[config.mk]
export PLATFORM = sky130hd
export DESIGN_NAME = tbpio_top
export DESIGN_NICKNAME = d
export VERILOG_FILES = /design/src/logic/tbpio_pkg.sv /design/src/logic/tbpio_top.sv
export SDC_FILE = /design/constraint.sdc
export NUM_CORES = 1
export LEC_CHECK = 0
export ABC_CLOCK_PERIOD_IN_PS = 4300
export BUFFER_PORTS_ARGS = -buffer_cell sky130_fd_sc_hd__buf_2
export CELL_PAD_IN_SITES_DETAIL_PLACEMENT = 1
export CELL_PAD_IN_SITES_GLOBAL_PLACEMENT = 1
export CORE_AREA = 5 5 127 129
export DETAILED_ROUTE_END_ITERATION = 6
export DIE_AREA = 0 0 132 134
export MAX_ROUTING_LAYER = met4
export PLACE_DENSITY_LB_ADDON = 0.1
export SYNTH_ARGS = -nofsm -noshare
export SYNTH_HDL_FRONTEND = slang
export SYNTH_SLANG_ARGS = --single-unit
[constraint.sdc]
create_clock -name CLK -period 4.3 [get_ports CLK]
set_input_delay 0.215 -clock CLK [delete_from_list [all_inputs] [get_ports CLK]]
set_output_delay 0.215 -clock CLK [all_outputs]
set_load 0.05 [all_outputs]
[src/logic/tbpio_pkg.sv]
// constants for the timer b-register pin i/o control block
// assumes one 200 mhz clock, ahb-lite register access, 16-bit channel counters
// Contract
// RL1 - After reset or standby entry the pin is driven low until its i/o control is written, and hold codes leave the pin alone at a match.
// RL2 - Output code 0x01 (low bits 01) sets the pin to field bit 2 and drives it low at a match.
// RL3 - Output code 0x10 (low bits 10) sets the pin to field bit 2 and drives it high at a match.
// RL4 - Output code 0x11 (low bits 11) sets the pin to field bit 2 and inverts it at each match.
// RL5 - Capture code 1x00 captures on a rising pin edge, and field bit 2 means nothing on channels 2 and 3.
// RL6 - Capture code 1x01 captures on a falling pin edge.
// RL7 - Capture code 1x1x captures on both pin edges.
// RL8 - On channel 1 only, code 11xx captures whenever channel 0's c register matches or captures.
// RL9 - With the channel 0 buffer enable set, the d register's i/o setting gives neither capture nor compare.
// RL10 - A compare match is the cycle in which the counter equals the b register in an output mode; the code gives no match under hold codes (low bits 00).
// RL11 - A capture copies the channel counter into the b register.
package tbpio_pkg;
   // ----------------------------------------
   // sizes
   // ----------------------------------------
   localparam int NUM_CH = 3;
   localparam int CNT_W = 16;
   localparam int DATA_W = 32;
   // ----------------------------------------
   // register byte offsets
   // ----------------------------------------
   localparam logic [7:0] OFF_CH0_MODE = 8'h00;
   localparam logic [7:0] OFF_CH0_IO = 8'h04;
   localparam logic [7:0] OFF_IO_CH1 = 8'h10;
   localparam logic [7:0] OFF_GRB_CH1 = 8'h20;
   localparam logic [7:0] OFF_STATUS = 8'h30;
   localparam logic [7:0] OFF_CH_STEP = 8'h04;
   // ----------------------------------------
   // field positions
   // ----------------------------------------
   localparam int IO_FIELD_LSB = 4;
   localparam int BUFB_BIT = 4;
   localparam int STAT_PIN_OUT_LSB = 0;
   localparam int STAT_PIN_IN_LSB = 4;
   // ----------------------------------------
   // values after reset
   // ----------------------------------------
   localparam logic [3:0] IO_RESET = 4'h0;
   localparam logic [CNT_W-1:0] GRB_RESET = 16'h0000;
   localparam logic [DATA_W-1:0] RDATA_RESET = 32'h0000_0000;
   // ----------------------------------------
   // field codes
   // ----------------------------------------
   localparam logic [1:0] OUT_HOLD = 2'h0;
   localparam logic [1:0] OUT_LOW = 2'h1;
   localparam logic [1:0] OUT_HIGH = 2'h2;
   localparam logic [1:0] OUT_TOGGLE = 2'h3;
   localparam logic [1:0] HTRANS_NONSEQ = 2'h2;
endpackage : tbpio_pkg

[src/logic/tbpio_top.sv]
// b-register pin i/o control for timer channels 1 to 3, plus channel 0 d gating
// assumes counters and channel 0 c events come from logic on CLK; pins are asynchronous
`timescale 1ns/10ps
module tbpio_top (
   input wire logic CLK,
   input wire logic RST_B,
   input wire logic HSEL,
   input wire logic [31:0] HADDR,
   input wire logic [1:0] HTRANS,
   input wire logic HWRITE,
   input wire logic [2:0] HSIZE,
   input wire logic [31:0] HWDATA,
   input wire logic HREADY,
   output logic [31:0] HRDATA,
   output logic HREADYOUT,
   output logic HRESP,
   input wire logic STANDBY,
   input wire logic [15:0] CH1_COUNT,
   input wire logic [15:0] CH2_COUNT,
   input wire logic [15:0] CH3_COUNT,
   input wire logic CH0_C_EVENT,
   input wire logic [2:0] CH_B_PIN_IN,
   output logic [2:0] CH_B_PIN_OUT,
   output logic [2:0] CH_B_PIN_OE,
   output logic [2:0] CH_B_MATCH,
   output logic [2:0] CH_B_CAPTURE,
   output logic CH0_D_COMPARE_EN,
   output logic CH0_D_CAPTURE_EN
);
   // ----------------------------------------
   // bus slave state
   // ----------------------------------------
   logic wr_pend_reg, wr_pend_next;
   logic [7:0] wr_addr_reg, wr_addr_next;
   logic [31:0] rdata_reg, rdata_next;
   logic ready_reg;
   logic [3:0] ch0_io_reg, ch0_io_next;
   logic bufb_reg, bufb_next;
   logic d_cmp_reg, d_cmp_next;
   logic d_cap_reg, d_cap_next;
   logic addr_ok;
   logic [15:0] count [3];
   logic [3:0] io_reg [3];
   logic [15:0] grb_reg [3];
   logic [2:0] sync1_reg, sync2_reg, prev_reg;
   logic [2:0] pin_reg, oe_reg, match_reg, cap_reg;

   assign count[0] = CH1_COUNT;
   assign count[1] = CH2_COUNT;
   assign count[2] = CH3_COUNT;
   assign addr_ok = HSEL && HREADY && (HTRANS == tbpio_pkg::HTRANS_NONSEQ);

   // ----------------------------------------
   // address phase capture and read mux
   // ----------------------------------------
   always_comb begin
      wr_pend_next = addr_ok && HWRITE;
      wr_addr_next = addr_ok ? HADDR[7:0] : wr_addr_reg;
      rdata_next = rdata_reg;
      if (addr_ok && !HWRITE) begin
         rdata_next = tbpio_pkg::RDATA_RESET;
         case (HADDR[7:0])
            tbpio_pkg::OFF_CH0_MODE: rdata_next[tbpio_pkg::BUFB_BIT] = bufb_reg;
            tbpio_pkg::OFF_CH0_IO: rdata_next[7:4] = ch0_io_reg;
            tbpio_pkg::OFF_IO_CH1: rdata_next[7:4] = io_reg[0];
            tbpio_pkg::OFF_IO_CH1 + tbpio_pkg::OFF_CH_STEP: rdata_next[7:4] = io_reg[1];
            tbpio_pkg::OFF_IO_CH1 + 8'h08: rdata_next[7:4] = io_reg[2];
            tbpio_pkg::OFF_GRB_CH1: rdata_next[15:0] = grb_reg[0];
            tbpio_pkg::OFF_GRB_CH1 + tbpio_pkg::OFF_CH_STEP: rdata_next[15:0] = grb_reg[1];
            tbpio_pkg::OFF_GRB_CH1 + 8'h08: rdata_next[15:0] = grb_reg[2];
            tbpio_pkg::OFF_STATUS: begin
               rdata_next[tbpio_pkg::STAT_PIN_OUT_LSB +: 3] = pin_reg;
               rdata_next[tbpio_pkg::STAT_PIN_IN_LSB +: 3] = sync2_reg;
            end
            default: rdata_next = tbpio_pkg::RDATA_RESET;
         endcase
      end
   end

   // ----------------------------------------
   // channel 0 d register gating
   // ----------------------------------------
   always_comb begin
      ch0_io_next = ch0_io_reg;
      bufb_next = bufb_reg;
      if (STANDBY) begin
         ch0_io_next = tbpio_pkg::IO_RESET;
      end else if (wr_pend_reg && wr_addr_reg == tbpio_pkg::OFF_CH0_IO) begin
         ch0_io_next = HWDATA[tbpio_pkg::IO_FIELD_LSB +: 4];
      end
      if (wr_pend_reg && wr_addr_reg == tbpio_pkg::OFF_CH0_MODE) begin
         bufb_next = HWDATA[tbpio_pkg::BUFB_BIT];
      end
      // RL9 buffer disables d
      d_cmp_next = !bufb_next && !ch0_io_next[3];
      d_cap_next = !bufb_next && ch0_io_next[3];
   end

   always_ff @(posedge CLK) begin
      if (!RST_B) begin
         wr_pend_reg <= 1'b0;
         wr_addr_reg <= 8'h00;
         rdata_reg <= tbpio_pkg::RDATA_RESET;
         ready_reg <= 1'b0;
         ch0_io_reg <= tbpio_pkg::IO_RESET;
         bufb_reg <= 1'b0;
         d_cmp_reg <= 1'b1;
         d_cap_reg <= 1'b0;
         sync1_reg <= 3'h0;
         sync2_reg <= 3'h0;
         prev_reg <= 3'h0;
      end else begin
         wr_pend_reg <= wr_pend_next;
         wr_addr_reg <= wr_addr_next;
         rdata_reg <= rdata_next;
         ready_reg <= 1'b1;
         ch0_io_reg <= ch0_io_next;
         bufb_reg <= bufb_next;
         d_cmp_reg <= d_cmp_next;
         d_cap_reg <= d_cap_next;
         sync1_reg <= CH_B_PIN_IN;
         sync2_reg <= sync1_reg;
         prev_reg <= sync2_reg;
      end
   end

   // ----------------------------------------
   // per-channel compare and capture
   // ----------------------------------------
   genvar g;
   generate
      for (g = 0; g < tbpio_pkg::NUM_CH; g++) begin : gen_ch
         logic io_wr, grb_wr, is_out, match, rise, fall, edge_ev, cap_ev;
         logic [3:0] io_next;
         logic [15:0] grb_next;
         logic pin_next, oe_next;

         always_comb begin
            io_wr = wr_pend_reg && (wr_addr_reg ==
               tbpio_pkg::OFF_IO_CH1 + 8'(g * 4));
            grb_wr = wr_pend_reg && (wr_addr_reg ==
               tbpio_pkg::OFF_GRB_CH1 + 8'(g * 4));
            is_out = !io_reg[g][3];
            // RL10 equal count matches
            match = is_out && (io_reg[g][1:0] != tbpio_pkg::OUT_HOLD) &&
               (count[g] == grb_reg[g]);
            rise = sync2_reg[g] && !prev_reg[g];
            fall = !sync2_reg[g] && prev_reg[g];
            // RL7 both edges
            if (io_reg[g][1]) begin
               edge_ev = rise || fall;
            // RL6 falling edge
            end else if (io_reg[g][0]) begin
               edge_ev = fall;
            // RL5 rising edge
            end else begin
               edge_ev = rise;
            end
            // RL8 channel 1 cascade
            if (g == 0 && io_reg[g][2]) begin
               cap_ev = io_reg[g][3] && CH0_C_EVENT;
            end else begin
               cap_ev = io_reg[g][3] && edge_ev;
            end
            // RL11 counter into b
            if (cap_ev) begin
               grb_next = count[g];
            end else if (grb_wr) begin
               grb_next = HWDATA[15:0];
            end else begin
               grb_next = grb_reg[g];
            end
            io_next = io_reg[g];
            pin_next = pin_reg[g];
            if (STANDBY) begin
               // RL1 standby drives low
               io_next = tbpio_pkg::IO_RESET;
               pin_next = 1'b0;
            end else if (io_wr) begin
               io_next = HWDATA[tbpio_pkg::IO_FIELD_LSB +: 4];
               // RL2 initial level
               if (!io_next[3] && io_next[1:0] != tbpio_pkg::OUT_HOLD) begin
                  pin_next = io_next[2];
               end
            end else if (match) begin
               case (io_reg[g][1:0])
                  // RL2 low at match
                  tbpio_pkg::OUT_LOW: pin_next = 1'b0;
                  // RL3 high at match
                  tbpio_pkg::OUT_HIGH: pin_next = 1'b1;
                  // RL4 toggle at match
                  tbpio_pkg::OUT_TOGGLE: pin_next = !pin_reg[g];
                  // RL1 hold keeps level
                  default: pin_next = pin_reg[g];
               endcase
            end
            oe_next = !io_next[3];
         end

         always_ff @(posedge CLK) begin
            if (!RST_B) begin
               io_reg[g] <= tbpio_pkg::IO_RESET;
               grb_reg[g] <= tbpio_pkg::GRB_RESET;
               // RL1 low after reset
               pin_reg[g] <= 1'b0;
               oe_reg[g] <= 1'b1;
               match_reg[g] <= 1'b0;
               cap_reg[g] <= 1'b0;
            end else begin
               io_reg[g] <= io_next;
               grb_reg[g] <= grb_next;
               pin_reg[g] <= pin_next;
               oe_reg[g] <= oe_next;
               match_reg[g] <= match;
               cap_reg[g] <= cap_ev;
            end
         end
      end
   endgenerate

   // ----------------------------------------
   // outputs
   // ----------------------------------------
   assign HRDATA = rdata_reg;
   assign HREADYOUT = ready_reg;
   assign HRESP = 1'b0;
   assign CH_B_PIN_OUT = pin_reg;
   assign CH_B_PIN_OE = oe_reg;
   assign CH_B_MATCH = match_reg;
   assign CH_B_CAPTURE = cap_reg;
   assign CH0_D_COMPARE_EN = d_cmp_reg;
   assign CH0_D_CAPTURE_EN = d_cap_reg;
endmodule : tbpio_top

======== Yosys cells after proc, flatten, opt, wreduce, memory -nomap -nowiden ========
Memory sizes are Yosys's and may differ from the RTL's.
Cells that the tools add are included.
cells by class
  equality and inequality tests ........... 31
  muxes and demuxes ....................... 46
  bitwise operators ....................... 7
  reductions and logical operators ........ 69
operators by type and width
  cell                                                                      number
  16-bit 2-to-1 mux                                                         9
  8-bit by 6-bit equality test with 1-bit output (second input constant)    7
  16-bit equality test                                                      3
  8-bit by 5-bit equality test with 1-bit output (second input constant)    6
  4-bit 2-to-1 mux                                                          11
  1-bit logical AND                                                         31
  8-bit case mux with 3 select lines                                        1
  1-bit zero test                                                           19
  1-bit 2-to-1 mux                                                          17
  8-bit by 3-bit equality test with 1-bit output (second input constant)    2
  8-bit zero test                                                           2
  2-bit case mux with 8 select lines                                        1
  2-bit equality test (second input constant)                               7
  2-bit nonzero test                                                        7
  1-bit case mux with 3 select lines                                        4
  3-bit case mux with 4 select lines                                        1
  4-bit nonzero test                                                        3
  1-bit case mux with 9 select lines                                        1
  3-bit AND reduction                                                       3
  1-bit case mux with 7 select lines                                        1
  2-bit by 1-bit equality test with 1-bit output (second input constant)    3
  2-bit by 1-bit inequality test with 1-bit output (second input constant)  3
  1-bit OR                                                                  6
  1-bit logical OR                                                          3
  2 further kinds                                                           2
word-level totals
  bits in registers ....................... 54
  bits in writable memories ............... 60
  bits of input ports ..................... 127
  output and inout port bits .............. 48
  word-level logic and storage cells ...... 179
  memories kept ........................... 2
memory list
  name     words  width  rd ports  clocked after memory_dff  wr ports  line             RTL
  grb_reg  3      16     3         0                         3         tbpio_top.sv:44  logic [15:0] grb_reg [3];
  io_reg   3      4      3         0                         3         tbpio_top.sv:43  logic [3:0] io_reg [3];

======== Logic depth before layout (Yosys ltp) ========
  word-level depth ........................ 8
  depth in mapped cells ................... 8
  gate-level depth less buffers ........... 7

======== Least setup slack after synthesis ========
No wires, ideal clock.
  path kind ............................... reg2reg
  start ................................... reg wr_addr_reg[0]
  end ..................................... mem grb_reg[1][6]
  library setup time ...................... 0.086 ns
  arrival time ............................ 1.598 ns
  data required time ...................... 4.214 ns
  setup slack ............................. 2.617 ns
  cell stages (with the launch flop) ...... 6
  buffers on the path ..................... 1
  clock period less this slack ............ 1.683 ns
  cells stage by stage .................... dfxtp_1 nor4b_2 nand3_2 buf_2 mux2i_1 a211oi_1
RTL lines
  item                      line              RTL
  start: declaration        tbpio_top.sv:34   logic [7:0] wr_addr_reg, wr_addr_next;
  start signal: assignment  tbpio_top.sv:114  wr_addr_reg <= wr_addr_next;
  end: declaration          tbpio_top.sv:44

==> impl_metrics.json <==
{
  "dieArea_sq_um": 17700,
  "vdd_drop_max_mv": 0.279,
  "hpwlAfterDp_microns": 15700,
  "cts_buffer_depth": 2,
  "initial_core_util": 0.409,
  "slew_headroom": 0.254,
  "crit_required_ps": 4630,
  "finalSetupTns_ps": 0,
  "design_power_total_mw": 2.65,
  "drt-initial-drc-count": 352,
  "cts_setup_buffers": 0,
  "hold_viol": 0,
  "finalCriticalPeriod_ps": 2500,
  "cp-end-kind": "flop",
  "worst_setup_hold_path_clk_slew_ps": 50,
  "htreeDepth": 4,
  "synth_edf_count": 0,
  "pre_cts_ws_ps": 1820,
  "clock_latency_ps": 420,
  "wl_per_cell_microns": 21.7,
  "ant_nets": 0,
  "grt_first_pass_wirelength_microns": 32800,
  "synth_area_sq_um": 6110,
  "drv_slew": 0,
  "place.gp.congestion": 0.884,
  "dr.pass1.iters": 5,
  "die-width_microns": 132,
  "critPathLaunchType": "flop",
  "cts.sinks": 114,
  "die_h_microns": 134,
  "rsz0062_at_grt": "false",
  "crit_type": "reg -> reg",
  "fin_ws_ps": 1800,
  "postSynth.asyncResetShare": 0,
  "synth_top_area_frac": 0.374,
  "seq_area_frac_synth": 0.374,
  "yosys.area.top_type": "dfxtp_1",
  "holdWs_ps": 90.6,
  "vias_per_cell": 5.66,
  "vias": 5492,
  "synth_top_flop_cell": "dfxtp_1",
  "core_area_sq_um": 14900,
  "cts_tree": "built",
  "setup_viol": 0,
  "status": "complete, no violations",
  "wirelength_microns": 21000,
  "utilization": 0.491,
  "cts-root-buf": "clkbuf_16",
  "clock.fmax_mhz": 399,
  "n_fill_cell": 1755,
  "yosys-top-cells-area": "dfxtp_1, mux2i_1, a211oi_1",
  "synth_cells": 673,
  "synth_cell_types": 57,
  "portBuffers": 114,
  "grt_pass1_vias": 5802,
  "drc": 0,
  "hold_class": "in -> reg",
  "worst_slew_pin_slew_ps": 1120,
  "cp_max_fo": 28,
  "cp_data_arrival_time_ps": 2840,
  "rows": 45,
  "diodes": 0,
  "ys_ff_latch": 114,
  "grt_overflow": 0,
  "ys_warn_count": 0,
  "fin_nets": 910,
  "worst_clock_skew_ps": 9.98,
  "antenna_found_initial": 0,
  "grt_use_total": 0.245,
  "cts-buffers-inserted": 17,
  "synth_area_per_cell_sq_um": 9.08,
  "max_cap_violations": 0,
  "largest_reg_flops": 48,
  "drive_gt1_frac": 0.216,
  "power_density_nw_per_um2": 361,
  "grt_max_degree": 77,
  "min_period_over_period": 0.582,
  "p_leak_nw": 3.31,
  "syn_to_final_growth_pct": 19.8,
  "ioPinCount": 175
}
worst max-delay path, cell delays in order (launching register included):
cell      delay [ps]
dfxtp_1          450
inv_1            100
ha_1             280
and2_1           130
a211oi_1          60
o21ai_2          850
buf_4            290
nor2_1            50
a211oi_1         200
power by group:
part           total, mW  switching, mW  internal, mW  leakage (nW)
registers           1.07        0.00574          1.06         0.920
clock network       1.37          0.500         0.871         0.277
logic              0.206          0.145        0.0614          2.11
Yosys cell counts (all sizes together) (4+ instances only):
cell type,n
dfxtp,114
nor2,93
mux2i,75
a211oi,49
nand2,32
xor2,32
clkbuf,31
buf,29
a22oi,27
inv,17
xnor2,16
a21oi,13
nand3,13
o2bb2ai,13
ha,12
and2,11
nor4,11
o21ai,9
nor3,8
nand4,6
nor2b,6
and3,5
nand2b,5
nor4b,4
or4,4
logic make-up (layout without fill, tap and decap cells):
logic type,count (synthesis),in the layout,synth area share
and+or+nand+nor,208,208,0.180
AOI/OAI and AO/OA,135,135,0.164
DFF,114,114,0.374
muxes,78,78,0.128
buffers and inverters,77,171,0.0598
xor gates and xnor gates,48,48,0.0688
adders and majority gates,12,12,0.0246
other,1,17,0.000614
stage by stage:
step	cells	cell area (sq um)
2_1_floorplan	689	6170
3_3_place_gp	937	6720
3_5_place_dp	937	6720
4_1_cts	971	7320
5_1_grt	971	7320
6_report	971	7320
path summary, 6_finish.rpt:
check          startpoint        endpoint  slack [ps]  depth (start not counted)
max          sync2_reg[0]  grb_reg[0][10]        1800                          8
min                HWRITE     wr_pend_reg          90                          2
max reg2reg  sync2_reg[0]  grb_reg[0][10]        1800                          8
min reg2reg  sync1_reg[1]    sync2_reg[1]         440                          1
per-layer routing:
| metal | GRT usage | part of all wire | vias to the layer above |
|---|---|---|---|
| met5 | - | 0 | - |
| met4 | 0.0680 | 0.020 | 0 |
| met3 | 0.0536 | 0.043 | 29 |
| met2 | 0.375 | 0.46 | 151 |
| met1 | 0.327 | 0.48 | 2731 |
| li1 | - | - | 2581 |
final cells by class:
| cell class | count | area [sq um] | share of cell area |
|---|---|---|---|
| multi-input cells | 498 | 3530 | 0.482 |
| flip-flops and latches | 114 | 2280 | 0.312 |
| repair buffers | 123 | 646 | 0.0882 |
| clock buffers | 20 | 457 | 0.0624 |
| well taps | 188 | 235 | 0.0321 |
| clock inverters | 11 | 113 | 0.0154 |
| inverters | 17 | 63.8 | 0.00871 |
cells in the final DEF (no fill, tap or decap), types with 12 or more instances in the layout:
cell | Yosys | final
dfxtp_1 | 114 | 114
buf_2 | 7 | 114
nor2_1 | 93 | 93
mux2i_1 | 75 | 75
a211oi_1 | 49 | 49
nand2_1 | 32 | 32
xor2_1 | 32 | 32
a22oi_1 | 27 | 27
conb_1 | 1 | 17
clkbuf_16 | 0 | 17
inv_1 | 17 | 16
xnor2_1 | 16 | 16
a21oi_1 | 13 | 13
o2bb2ai_1 | 13 | 13
ha_1 | 12 | 12
timing repair:
item	4_1_cts	5_1_grt
endpoints found under the hold margin	3	0
hold buffers	3	0
resized for setup	0	0
(Power assumes the default switching activity.)
